**src/rtl/sar_adc_consts.svh**
```systemverilog
`ifndef SAR_ADC_CONSTS_SVH
`define SAR_ADC_CONSTS_SVH

`define RES_BITS          10
`define CH_COUNT          24
`define CH_MAX            5'h17
`define SAMPLE_TIME_NS    500
`define CLOCK_PERIOD_NS   10
`define SAMPLE_CYCLES     ((`SAMPLE_TIME_NS + `CLOCK_PERIOD_NS - 1) / `CLOCK_PERIOD_NS)
`define SAR_MSB_VALUE     10'h200
`define OPMODE_CONT_SEL   2'h0
`define OPMODE_CONT_SCAN  2'h1
`define OPMODE_ONCE_SEL   2'h2
`define OPMODE_ONCE_SCAN  2'h3
`define HWTRIG_EXT        2'h0
`define HWTRIG_TMR0       2'h1
`define HWTRIG_TMR1       2'h2
`define EDGE_RISE         2'h0
`define EDGE_FALL         2'h1
`define EDGE_BOTH         2'h2

`endif

```
**src/rtl/sar_adc_pkg.sv**
```systemverilog
package sar_adc_pkg;
   typedef enum logic [3:0]
   {
      ST_IDLE   = 4'b0001,
      ST_WAIT   = 4'b0010,
      ST_SAMPLE = 4'b0100,
      ST_TRIAL  = 4'b1000
   } seq_state_type;
endpackage

```
**src/rtl/sar_adc_sequencer.sv**
```systemverilog
// Behaviour
// - Enable: software starts now, hardware waits
// - Sample fixed interval, then hold until done
// - Trial bit 9 first, DAC half scale
// - Bit 8 trial at three or one quarter
// - Ten bits, store result, then interrupt
// - Kind bit picks software or hardware trigger
// - Hardware source: 00 pin, 01/10 timers
// - Software continuous repeats, one-shot stops
// - Busy flag set when conversion starts
// - Software: config write restarts conversion
// - Edge field picks rising, falling, both
// - Hardware: store, interrupt, await next trigger
// - Hardware: busy low while waiting trigger
// - Hardware: trigger during conversion restarts it
// - External: config write waits after finishing
// - Timer: config write stops, awaits trigger
// - Timer: rising edge of selected match
// - Mode field selects sequencing kind
// - Continuous select: one channel, every interrupt
// - Continuous scan: 0..sel, interrupt, repeat
// - Result high ten bits, low six zero
// - One-shot scan: 0..sel once, then stop
`timescale 1ns/1ps
`default_nettype none
`include "sar_adc_consts.svh"
module sar_adc_sequencer
(
   input  wire logic        clock,
   input  wire logic        rst_n,
   input  wire logic        conv_enable_bit,
   input  wire logic        trigger_kind_bit,
   input  wire logic        hw_trigger_sel_hi,
   input  wire logic        hw_trigger_sel_lo,
   input  wire logic        op_mode_hi,
   input  wire logic        op_mode_lo,
   input  wire logic        edge_sel_hi,
   input  wire logic        edge_sel_lo,
   input  wire logic [4:0]  channel_select_reg,
   input  wire logic        cfg_write,
   input  wire logic        ext_trigger_pin,
   input  wire logic        timer_match_evt0,
   input  wire logic        timer_match_evt1,
   input  wire logic        comp_in_higher,
   input  wire logic [4:0]  result_read_ch,
   output logic      [9:0]  dac_code,
   output logic      [4:0]  mux_channel,
   output logic             sample_en,
   output logic             conv_busy_flag,
   output logic             conv_end_irq,
   output logic      [15:0] channel_result_reg,
   output logic      [7:0]  channel_result_byte
);
   typedef struct packed
   {
      sar_adc_pkg::seq_state_type st_r;
      logic [9:0]                 approx_shift_reg;
      logic [9:0]                 trial_r;
      logic [4:0]                 ch_r;
      logic [5:0]                 cnt_r;
      logic                       en_r;
      logic                       irq_r;
      logic                       wr_r;
      logic [9:0]                 wdata_r;
      logic [4:0]                 wch_r;
      logic                       after_wr_r;
   } seq_regs_type;

   seq_regs_type s_r;
   seq_regs_type s_nxt;

   logic       ext_rise;
   logic       ext_fall;
   logic       t0_rise;
   logic       t1_rise;
   logic [1:0] hw_sel;
   logic [1:0] op_mode;
   logic [1:0] edge_sel;
   logic       hw_mode;
   logic       ext_mode;
   logic       hw_trig;
   logic       scan_mode;
   logic       cont_mode;
   logic [4:0] start_ch;
   logic [9:0] decided;
   logic       last_ch;

   edge_detect u_ext
   (
      .clock (clock),
      .rst_n (rst_n),
      .level (ext_trigger_pin),
      .rise  (ext_rise),
      .fall  (ext_fall)
   );

   edge_detect u_t0
   (
      .clock (clock),
      .rst_n (rst_n),
      .level (timer_match_evt0),
      .rise  (t0_rise),
      .fall  ()
   );

   edge_detect u_t1
   (
      .clock (clock),
      .rst_n (rst_n),
      .level (timer_match_evt1),
      .rise  (t1_rise),
      .fall  ()
   );

   result_mem u_mem
   (
      .clock   (clock),
      .rst_n   (rst_n),
      .wr_en   (s_r.wr_r),
      .wr_ch   (s_r.wch_r),
      .wr_data (s_r.wdata_r),
      .rd_ch   (result_read_ch),
      .rd_word (channel_result_reg),
      .rd_byte (channel_result_byte)
   );

   assign hw_sel   = {hw_trigger_sel_hi, hw_trigger_sel_lo};
   assign op_mode  = {op_mode_hi, op_mode_lo};
   assign edge_sel = {edge_sel_hi, edge_sel_lo};
   assign hw_mode  = trigger_kind_bit;
   assign ext_mode = hw_mode && hw_sel == `HWTRIG_EXT;
   assign scan_mode = op_mode == `OPMODE_CONT_SCAN ||
                      op_mode == `OPMODE_ONCE_SCAN;
   assign cont_mode = op_mode == `OPMODE_CONT_SEL ||
                      op_mode == `OPMODE_CONT_SCAN;
   assign start_ch = scan_mode ? 5'h00 : channel_select_reg;
   assign last_ch  = !scan_mode || s_r.ch_r >= channel_select_reg;

   // Prohibited source code 11 never fires
   always_comb
   begin
      hw_trig = 1'b0;
      unique case (hw_sel)
         `HWTRIG_EXT:
         begin
            unique case (edge_sel)
               `EDGE_RISE: hw_trig = ext_rise;
               `EDGE_FALL: hw_trig = ext_fall;
               `EDGE_BOTH: hw_trig = ext_rise | ext_fall;
               default:    hw_trig = 1'b0;
            endcase
         end
         `HWTRIG_TMR0: hw_trig = t0_rise;
         `HWTRIG_TMR1: hw_trig = t1_rise;
         default:      hw_trig = 1'b0;
      endcase
   end

   // Comparator judges the current trial bit
   assign decided = comp_in_higher ? s_r.approx_shift_reg
                   : (s_r.approx_shift_reg & ~s_r.trial_r);

   always_comb
   begin
      s_nxt = s_r;
      s_nxt.en_r  = conv_enable_bit;
      s_nxt.irq_r = 1'b0;
      s_nxt.wr_r  = 1'b0;
      if (s_r.st_r == sar_adc_pkg::ST_IDLE)
         s_nxt.after_wr_r = 1'b0;
      if (!conv_enable_bit)
      begin
         s_nxt.st_r = sar_adc_pkg::ST_IDLE;
      end
      else if (!s_r.en_r)
      begin
         // Rising enable
         s_nxt.after_wr_r = 1'b0;
         if (hw_mode)
            s_nxt.st_r = sar_adc_pkg::ST_WAIT;
         else
         begin
            s_nxt.st_r = sar_adc_pkg::ST_SAMPLE;
            s_nxt.ch_r = start_ch;
            s_nxt.cnt_r = 6'h00;
         end
      end
      else
      begin
         unique case (s_r.st_r)
            sar_adc_pkg::ST_IDLE: s_nxt.st_r = sar_adc_pkg::ST_IDLE;
            sar_adc_pkg::ST_WAIT:
            begin
               if (hw_trig)
               begin
                  // Stale write mark would cut the next scan short
                  s_nxt.after_wr_r = 1'b0;
                  s_nxt.st_r = sar_adc_pkg::ST_SAMPLE;
                  s_nxt.ch_r = start_ch;
                  s_nxt.cnt_r = 6'h00;
               end
            end
            sar_adc_pkg::ST_SAMPLE:
            begin
               // Track input, then hold through all trials
               s_nxt.cnt_r = s_r.cnt_r + 6'h01;
               if (s_r.cnt_r == 6'(`SAMPLE_CYCLES - 1))
               begin
                  s_nxt.st_r = sar_adc_pkg::ST_TRIAL;
                  s_nxt.approx_shift_reg = `SAR_MSB_VALUE;
                  s_nxt.trial_r = `SAR_MSB_VALUE;
               end
            end
            sar_adc_pkg::ST_TRIAL:
            begin
               if (s_r.trial_r != 10'h001)
               begin
                  s_nxt.trial_r = s_r.trial_r >> 1;
                  s_nxt.approx_shift_reg = decided | (s_r.trial_r >> 1);
               end
               else
               begin
                  s_nxt.approx_shift_reg = decided;
                  s_nxt.wr_r    = 1'b1;
                  s_nxt.wdata_r = decided;
                  s_nxt.wch_r   = s_r.ch_r;
                  s_nxt.irq_r   = last_ch;
                  s_nxt.cnt_r   = 6'h00;
                  if (hw_mode)
                  begin
                     if (!last_ch && !s_r.after_wr_r)
                     begin
                        s_nxt.st_r = sar_adc_pkg::ST_SAMPLE;
                        s_nxt.ch_r = s_r.ch_r + 5'h01;
                     end
                     else
                        s_nxt.st_r = sar_adc_pkg::ST_WAIT;
                     s_nxt.irq_r = last_ch || s_r.after_wr_r;
                  end
                  else if (!last_ch)
                  begin
                     s_nxt.st_r = sar_adc_pkg::ST_SAMPLE;
                     s_nxt.ch_r = s_r.ch_r + 5'h01;
                  end
                  else if (cont_mode)
                  begin
                     s_nxt.st_r = sar_adc_pkg::ST_SAMPLE;
                     s_nxt.ch_r = start_ch;
                  end
                  else
                     s_nxt.st_r = sar_adc_pkg::ST_IDLE;
               end
            end
            default:
            begin
               s_nxt.st_r = sar_adc_pkg::ST_IDLE;
            end
         endcase
         if (s_r.st_r == sar_adc_pkg::ST_SAMPLE ||
             s_r.st_r == sar_adc_pkg::ST_TRIAL)
         begin
            if (hw_mode && hw_trig)
            begin
               s_nxt.st_r = sar_adc_pkg::ST_SAMPLE;
               s_nxt.ch_r = start_ch;
               s_nxt.cnt_r = 6'h00;
               s_nxt.wr_r = 1'b0;
               s_nxt.irq_r = 1'b0;
               s_nxt.after_wr_r = 1'b0;
            end
            else if (cfg_write && !hw_mode)
            begin
               s_nxt.st_r = sar_adc_pkg::ST_SAMPLE;
               s_nxt.ch_r = start_ch;
               s_nxt.cnt_r = 6'h00;
               s_nxt.wr_r = 1'b0;
               s_nxt.irq_r = 1'b0;
            end
            else if (cfg_write && ext_mode)
               s_nxt.after_wr_r = 1'b1;
            else if (cfg_write && hw_mode)
            begin
               s_nxt.st_r = sar_adc_pkg::ST_WAIT;
               s_nxt.wr_r = 1'b0;
               s_nxt.irq_r = 1'b0;
            end
         end
      end
   end

   always_ff @(posedge clock)
   begin
      if (!rst_n)
      begin
         s_r <= '0;
         s_r.st_r <= sar_adc_pkg::ST_IDLE;
      end
      else
         s_r <= s_nxt;
   end

   assign dac_code    = s_r.approx_shift_reg;
   assign mux_channel = s_r.ch_r;
   assign sample_en   = s_r.st_r == sar_adc_pkg::ST_SAMPLE;
   // Busy only while sampling or trialing
   assign conv_busy_flag = s_r.st_r == sar_adc_pkg::ST_SAMPLE ||
                           s_r.st_r == sar_adc_pkg::ST_TRIAL;
   assign conv_end_irq = s_r.irq_r;
endmodule
`default_nettype wire

```
**src/rtl/edge_detect.sv**
```systemverilog
`timescale 1ns/1ps
`default_nettype none
module edge_detect
(
   input  wire logic clock,
   input  wire logic rst_n,
   input  wire logic level,
   output logic      rise,
   output logic      fall
);
   typedef struct packed
   {
      logic prev_r;
   } edge_state_type;

   edge_state_type s_r;
   edge_state_type s_nxt;

   always_comb
   begin
      s_nxt.prev_r = level;
   end

   always_ff @(posedge clock)
   begin
      if (!rst_n)
         s_r <= '0;
      else
         s_r <= s_nxt;
   end

   assign rise = level & ~s_r.prev_r;
   assign fall = ~level & s_r.prev_r;
endmodule
`default_nettype wire

```
**src/rtl/result_mem.sv**
```systemverilog
`timescale 1ns/1ps
`default_nettype none
`include "sar_adc_consts.svh"
module result_mem
(
   input  wire logic        clock,
   input  wire logic        rst_n,
   input  wire logic        wr_en,
   input  wire logic [4:0]  wr_ch,
   input  wire logic [9:0]  wr_data,
   input  wire logic [4:0]  rd_ch,
   output logic      [15:0] rd_word,
   output logic      [7:0]  rd_byte
);
   typedef struct packed
   {
      logic [`CH_COUNT-1:0][9:0] mem_r;
      logic [9:0]               rd_r;
   } mem_state_type;

   mem_state_type s_r;
   mem_state_type s_nxt;

   always_comb
   begin
      s_nxt = s_r;
      if (wr_en && wr_ch <= `CH_MAX)
         s_nxt.mem_r[wr_ch] = wr_data;
      s_nxt.rd_r = (rd_ch <= `CH_MAX) ? s_r.mem_r[rd_ch] : 10'h000;
   end

   always_ff @(posedge clock)
   begin
      if (!rst_n)
         s_r <= '0;
      else
         s_r <= s_nxt;
   end

   // Result sits high, low six bits read zero
   assign rd_word = {s_r.rd_r, 6'h00};
   assign rd_byte = s_r.rd_r[9:2];
endmodule
`default_nettype wire

```
**config.mk**
```make
export PLATFORM = sky130hd
export DESIGN_NAME = sar_adc_sequencer
export DESIGN_NICKNAME = d
export VERILOG_FILES = /design/src/rtl/sar_adc_pkg.sv /design/src/rtl/sar_adc_sequencer.sv /design/src/rtl/edge_detect.sv /design/src/rtl/result_mem.sv
export VERILOG_INCLUDE_DIRS = /design/src /design/src/rtl
export SDC_FILE = /design/constraint.sdc
export NUM_CORES = 1
export LEC_CHECK = 0
export BUFFER_PORTS_ARGS = -buffer_cell sky130_fd_sc_hd__buf_2
export CAP_MARGIN = 20
export CORE_AREA = 3 3 244 246
export DETAILED_ROUTE_END_ITERATION = 12
export DIE_AREA = 0 0 247 249
export SYNTH_ARGS = -nofsm -noshare
export SYNTH_HDL_FRONTEND = slang
export SYNTH_SLANG_ARGS = --single-unit
```
**constraint.sdc**
```tcl
create_clock -name clock -period 2.35 [get_ports clock]
set_input_delay 0.1175 -clock clock [delete_from_list [all_inputs] [get_ports clock]]
set_output_delay 0.1175 -clock clock [all_outputs]
set_load 0.05 [all_outputs]
```
==> results of run 1 <==
==> flip-flops by register name, indices dropped and copies added (netlist names) <==
| register | cells |
|---|---|
| u_mem.s_r | 240 |
| s_r | 38 |
| dac_code | 10 |
| u_mem.rd_byte | 8 |
| mux_channel | 5 |
| u_mem.rd_word | 2 |
| conv_end_irq | 1 |
| u_ext.s_r | 1 |
| u_t0.s_r | 1 |
| u_t1.s_r | 1 |
==> logic make-up (layout without fill, tap and decap cells) <==
| kind of cell | Yosys count | in the layout |
|---|---|---|
| DFF | 307 | 307 |
| muxes | 251 | 251 |
| adders and majority gates | 10 | 10 |
| xor gates and xnor gates | 4 | 4 |
| and+or+nand+nor | 529 | 529 |
| buffers and inverters | 182 | 215 |
| other | 1 | 7 |
| AOI/OAI and AO/OA | 223 | 223 |
==> final cells by class <==
class	instances	area [sq um]	area share
Multi-Input combinational cell	1023	7330	0.440
Timing Repair Buffer	137	1020	0.0609
Tap cell	765	957	0.0574
Inverter	17	71.3	0.00428
Sequential cell	307	6150	0.369
Antenna cell	1	2.50	0.000150
Clock inverter	13	156	0.00938
Clock buffer	48	995	0.0596
==> synth_stat cells (7+ instances only) <==
master,number
a21oi_1,139
a31oi_1,7
buf_2,22
buf_4,41
clkbuf_1,83
clkbuf_2,10
dfxtp_1,307
ha_1,10
inv_1,15
mux2i_1,181
mux4_1,33
mux4_2,37
nand2_1,158
nand2_2,7
nand2b_1,10
nand3_1,91
nor2_1,214
nor2b_1,9
nor3_1,11
o21ai_0,28
==> layer usage <==
metal	track usage	wire, um	vias up
li1	-	-	5288
met1	0.163	17200	5399
met2	0.206	18800	335
met3	0.0201	1960	56
met4	0.0325	726	0
met5	0	0	-
==> through the flow <==
stage	total power [uW]	cells	hold WS, ps	utilization	worst slack [ps]
after floorplan	5700	1512	239	-	261
after global placement	5830	2245	340	0.269	119
after detailed placement	5830	2245	342	0.269	125
after CTS	11300	2310	27.5	0.289	108
after global routing	11600	2310	77.2	0.290	-18.2
final	11200	2311	67.6	0.290	190
==> how the worst max path moves through the flow <==
stage	start	end	depth (start not counted)
floorplan	mux_channel[0]$_SDFFE_PN0P_	mux_channel[1]$_SDFFE_PN0P_	10
global placement	mux_channel[0]$_SDFFE_PN0P_	mux_channel[4]$_SDFFE_PN0P_	9
detailed placement	result_read_ch[0]	u_mem.rd_byte[2]$_SDFF_PN0_	6
CTS	mux_channel[0]$_SDFFE_PN0P_	mux_channel[4]$_SDFFE_PN0P_	9
global route	mux_channel[0]$_SDFFE_PN0P_	mux_channel[1]$_SDFFE_PN0P_	10
finish	mux_channel[0]$_SDFFE_PN0P_	s_r[52]$_SDFF_PN0_	10
==> power groups by stage <==
stage	registers, uW	clock network, uW	logic, uW
4_1_cts	5230	5610	498
3_3_place_gp	5340	0	489
6_report	5230	5500	502
2_1_floorplan	5340	0	356
5_1_grt	5220	5850	540
3_5_place_dp	5340	0	491
==> what timing repair did <==
action,4_1_cts,5_1_grt
gates resized for setup,0,3
endpoints found under the setup margin,0,3
endpoints found under the hold margin,6,0
hold buffers,4,0
==> worst max-delay path: stages (launching register included) <==
cell      delay, ps
dfxtp_1         340
inv_1            50
ha_1            270
nor2b_1         130
o21ai_0         130
a31oi_1         190
buf_4           200
nand2b_1         90
a221oi_1        330
o31ai_1         120
a211oi_1        230
==> run_results.csv, run 1 <==
group,metric,value,unit
power,clock_power_share,0.490,
power,power.density_cell_area,673,mW/mm^2
finish,final_common_cell,"dfxtp_1",
global_routing,global_route.overflow_total,0,
job,drv_cap,0,
finish,stdcell_area,0.0167,sq mm
finish,commonest_cells_after_routing_fill_and_taps_aside,"307 x dfxtp_1, 213 x nor2_1, 181 x mux2i_1",
drt,routed_wire_length_per_instance,16.7,um
worst_hold_path,hold_end,"s_r[16]$_SDFF_PN0_",
synthesis,synthTopCellsByArea,"dfxtp_1 43%, mux2i_1 13%, mux4_1 6.0%",
clocking,clk_transition_reported_paths,60,ps
synthesis,number_of_distinct_standard_cells_referenced_by_the_synthesized_netlist,67,
timing,max_slew_margin,0.483,
drt,initialDrtViolationCount,862,
power,worst_ir_drop_on_vdd,0.379,mV
worst_hold_path,min_path_type,"in -> reg",
power,sw_frac_of_total,0.227,
finish,number_of_nets_in_the_final_layout,1556,
clocking,post-cts-setup-buffer-count,0,
timing,finalHoldViolations,0,
synthesis,synth_top_family_by_area,"multiplexers",
global_routing,grt_pass1_wl,61000,um
floorplanning,top_level_ports,67,
timing,skew,21.9,ps
synthesis,yosys_register_bits,307,
synthesis,synth-warning-count,0,
timing,number_of_failing_setup_endpoints_in_the_final_timing_report,0,
timing,report.final.slew_viol_count,0,
finish,synthToLayoutAreaGrowth,16.2,%
clocking,cts_htree_levels,2,
clocking,numClockSinks,307,
power,static-leakage-power,0.00675,uW
place,detailedPlacementHpwl,26300,um
synthesis,synthXorXnorAreaFrac,0.00244,
synthesis,syn-instance-count,1507,
global_routing,gr-usage-all-layers,0.123,
run_status,status,"completed",
drt,detailedRoute.firstPassIterationCount,5,
synthesis,synth.yosys.seq_area_share,0.428,
clocking,numCtsBuffers,35,
critical_path,crit-reg2reg-capture,"s_r[52]$_SDFF_PN0_",
synthesis,post_synthesis_mux_area_share,0.245,
synthesis,postSynthAreaPerCell,9.52,sq um
critical_path,r2r_slack,190,ps
critical_path,r2r_start,"mux_channel[0]$_SDFFE_PN0P_",
synthesis,number_of_enable_type_register_cells_in_the_synthesized_netlist,0,
synthesis,ys_async_sr_fraction,0,
place,placed_cell_area,0.0155,sq mm
global_routing,grt_max_degree,123,
place,routabilityCongestion,0.876,
drt,route.detailed.vias_per_inst,4.79,
critical_path,crit_type,"reg -> reg",
clocking,clockRootBuffer,"clkbuf_16",
finish,fillers,5931,
clocking,cts_max_path_buffers,3,
drt,drtAntennaViolNets,0,
finish,final_layout_size_suffix_gt1_frac,0.161,
drt,route.vias.total,11100,
power,intPower,8680,uW
timing,layout_min_cycle_time,2160,ps
timing,max_freq,0.463,GHz
floorplanning,die_area,0.0615,sq mm
power,sequential_group_share_of_total_power,0.465,
clocking,insertion_delay,520,ps
place,port_buffers,60,
drt,drt_drc_violations_left,0,
floorplanning,starting_density_of_the_core,0.249,
synthesis,synth.top_cell.area_share,0.428,
floorplanning,die_height,249,um
synthesis,yosys_most_used_dff,"dfxtp_1",
synthesis,syn_area,0.0144,sq mm
critical_path,crit_arrival,2600,ps
timing,max_slew.worst_pin.slew,776,ps
synthesis,fraction_of_the_mapped_netlist_area_in_adder_cells,0.00872,
global_routing,first_global_vias,10900,
floorplanning,core.rowCount,88,
worst_hold_path,worst_min_delay_path_startpoint,"cfg_write",
critical_path,timing.reg2reg.worst_path_depth,10,
timing,finalSetupTns,0,ps
floorplanning,fp.dieW,247,um
clocking,tritoncts,"yes",
critical_path,timing.critical_path.from_type,"register",
power,power.switching,2550,uW
power,power.combinational.fraction,0.045,
critical_path,critical_path_required,2790,ps
timing,layout_worst_path_cycle_share,0.919,
synthesis,synthSimpleGateAreaFrac,0.162,
synthesis,synth_compound_area_frac,0.0894,
drt,routed_wirelength,38700,um
worst_hold_path,min_delay_path_depth,3,
synthesis,synthDominantAreaCellType,"dfxtp_1",
global_routing,antenna_violations_before_repair,0,
critical_path,crit_path_max_fanout,11,
critical_path,crit_path_end_kind,"register",
floorplanning,core_area,0.0576,sq mm
Note: power is estimated with default switching activity, not from simulation.
==> inputs of run 2 (changes only) <==
Clock period 2.35 ns to 1.9 ns, I/O delays scaled along.
==> run_results.csv, run 2 (synthesized netlist as in run 1, its figures left out) <==
group,metric,value,unit
timing,layout_worst_path_cycle_share,1.03,
critical_path,top_cell_family_by_delay_on_the_critical_path,"compound AO/OA/AOI/OAI gates",
drt,routed_wire_length_per_instance,16.6,um
global_routing,gr-usage-all-layers,0.123,
run_status,violated_checks,"negative setup slack",
critical_path,cp_slowest_stage_delay,330,ps
finish,stdcell_area,0.0173,sq mm
place,port_buffers,60,
finish,antenna_cells,0,
clocking,tritoncts,"yes",
drt,route.detailed.vias_per_inst,4.76,
finish,synthToLayoutAreaGrowth,20.4,%
timing,skew,18.6,ps
power,static-leakage-power,0.00694,uW
place,placed_cell_area,0.0157,sq mm
timing,finalHoldViolations,0,
power,power.switching,3070,uW
timing,rsz0062_at_grt,"yes",
floorplanning,core_area,0.0576,sq mm
floorplanning,top_level_ports,67,
finish,final_common_cell,"dfxtp_1",
timing,number_of_failing_setup_endpoints_in_the_final_timing_report,5,
finish,number_of_nets_in_the_final_layout,1595,
drt,initialDrtViolationCount,802,
power,intPower,10200,uW
critical_path,timing.critical_path.from_type,"register",
clocking,clockRootBuffer,"clkbuf_16",
place,routabilityCongestion,0.883,
finish,final_layout_size_suffix_gt1_frac,0.213,
drt,route.vias.total,11200,
floorplanning,starting_density_of_the_core,0.249,
power,power.density_cell_area,771,mW/mm^2
finish,max_flop_register,"u_mem.s_r",
critical_path,crit_chain,"inv_2 -> ha_4 -> nor2b_2 -> o21ai_2 -> a31oi_1 -> buf_4 -> a2111oi_4 -> nor2_1 -> o221ai_1 -> a21oi_1",
place,placed_cells,2273,
timing,max_slew_margin,0.553,
power,clock_power_share,0.457,
power,worst_ir_drop_on_vdd,0.627,mV
critical_path,crit_type,"reg -> reg",
drt,drtAntennaViolNets,0,
critical_path,crit_path_top_delay_cell,"dfxtp_2",
clocking,clk_transition_reported_paths,60,ps
global_routing,grt_max_degree,89,
global_routing,global_route.overflow_total,0,
worst_hold_path,min_path_type,"in -> reg",
clocking,cts_htree_levels,1,
finish,largest_reg_flops,240,
floorplanning,die_area,0.0615,sq mm
run_status,status,"finished with violations",
power,sw_frac_of_total,0.231,
drt,drt_drc_violations_left,0,
critical_path,crit_arrival,2410,ps
timing,max_freq,0.510,GHz
drt,detailedRoute.firstPassIterationCount,5,
floorplanning,fp.dieW,247,um
drt,routed_wirelength,39000,um
global_routing,antenna_violations_before_repair,1,
floorplanning,core.rowCount,88,
job,drv_cap,0,
critical_path,crit_path_end_kind,"register",
power,sequential_group_share_of_total_power,0.485,
global_routing,grt_pass1_wl,61500,um
timing,max_slew.worst_pin.slew,668,ps
floorplanning,die_height,249,um
clocking,numCtsBuffers,31,
critical_path,crit_path_max_fanout,6,
timing,layout_min_cycle_time,1960,ps
power,finalPower,13300,uW
place,detailedPlacementHpwl,25500,um
critical_path,critical_path_required,2350,ps
timing,report.final.slew_viol_count,0,
clocking,numClockSinks,307,
timing,final_critical_path_setup_slack,-60.7,ps
clocking,cts_max_path_buffers,3,
finish,post-route-util,0.300,
critical_path,buffers_inverters_on_critical_path,2,
global_routing,first_global_vias,11000,
finish,commonest_cells_after_routing_fill_and_taps_aside,"297 x dfxtp_1, 210 x nor2_1, 181 x mux2i_1",
clocking,insertion_delay,590,ps
finish,instances_no_fill,2347,
power,power.combinational.fraction,0.057,
[run 2: what timing repair did]
action                                 in CTS  in global routing
resized for setup                          23                 71
pin swaps                                  15                 31
hold buffers                               11                  0
endpoints found under the hold margin      13                  0
setup endpoints to repair                  10                 46
setup buffers                               3                  6
[run 2: worst paths after layout]
kind / from / end / slack (ps) / depth (start not counted)
worst max register to register: mux_channel[0]$_SDFFE_PN0P_ / mux_channel[1]$_SDFFE_PN0P_ / -60 / 10
worst min register to register: u_mem.s_r[65]$_SDFFE_PN0P_ / u_mem.s_r[65]$_SDFFE_PN0P_ / 450 / 2
worst min-delay path: channel_select_reg[4] / mux_channel[4]$_SDFFE_PN0P_ / 30 / 4
worst max-delay path: mux_channel[0]$_SDFFE_PN0P_ / mux_channel[1]$_SDFFE_PN0P_ / -60 / 10
[run 2: stage by stage]
step / setup slack [ps] / hold slack [ps] / setup TNS [ps]
2_1_floorplan: -0.878 / 217 / -0.878
3_3_place_gp: -154 / 315 / -872
3_5_place_dp: -127 / 321 / -932
4_1_cts: -28.9 / 3.36 / -55.7
5_1_grt: -184 / 54.1 / -1130
6_report: -60.7 / 30.7 / -159
[run 2: per-layer routing]
metal	up-vias	track usage	wire length (um)
met4	0	0.0304	839
li1	5357	-	-
met5	-	0	0
met3	58	0.0214	1870
met2	264	0.207	18900
met1	5501	0.163	17400
[run 2: power groups by stage]
stage | clock [uW] | sequential [uW] | combinational [uW]
2_1_floorplan | 0 | 6600 | 445
5_1_grt | 6510 | 6460 | 817
4_1_cts | 6230 | 6460 | 681
3_3_place_gp | 0 | 6600 | 622
6_report | 6090 | 6470 | 764
3_5_place_dp | 0 | 6600 | 622
[run 2: cell type report]
class / instances / area, sq um
multi-input combinational: 1023 / 7710
tap: 765 / 957
clock buffer: 48 / 900
timing repair buffer: 180 / 1380
fill: 5909 / 40300
inverter: 17 / 75.1
sequential: 307 / 6160
clock inverter: 7 / 103
[run 2: worst min-delay path: stages]
cell,delay [ps]
buf_2,90
nand2b_1,110
nand3_1,110
o2111a_1,180
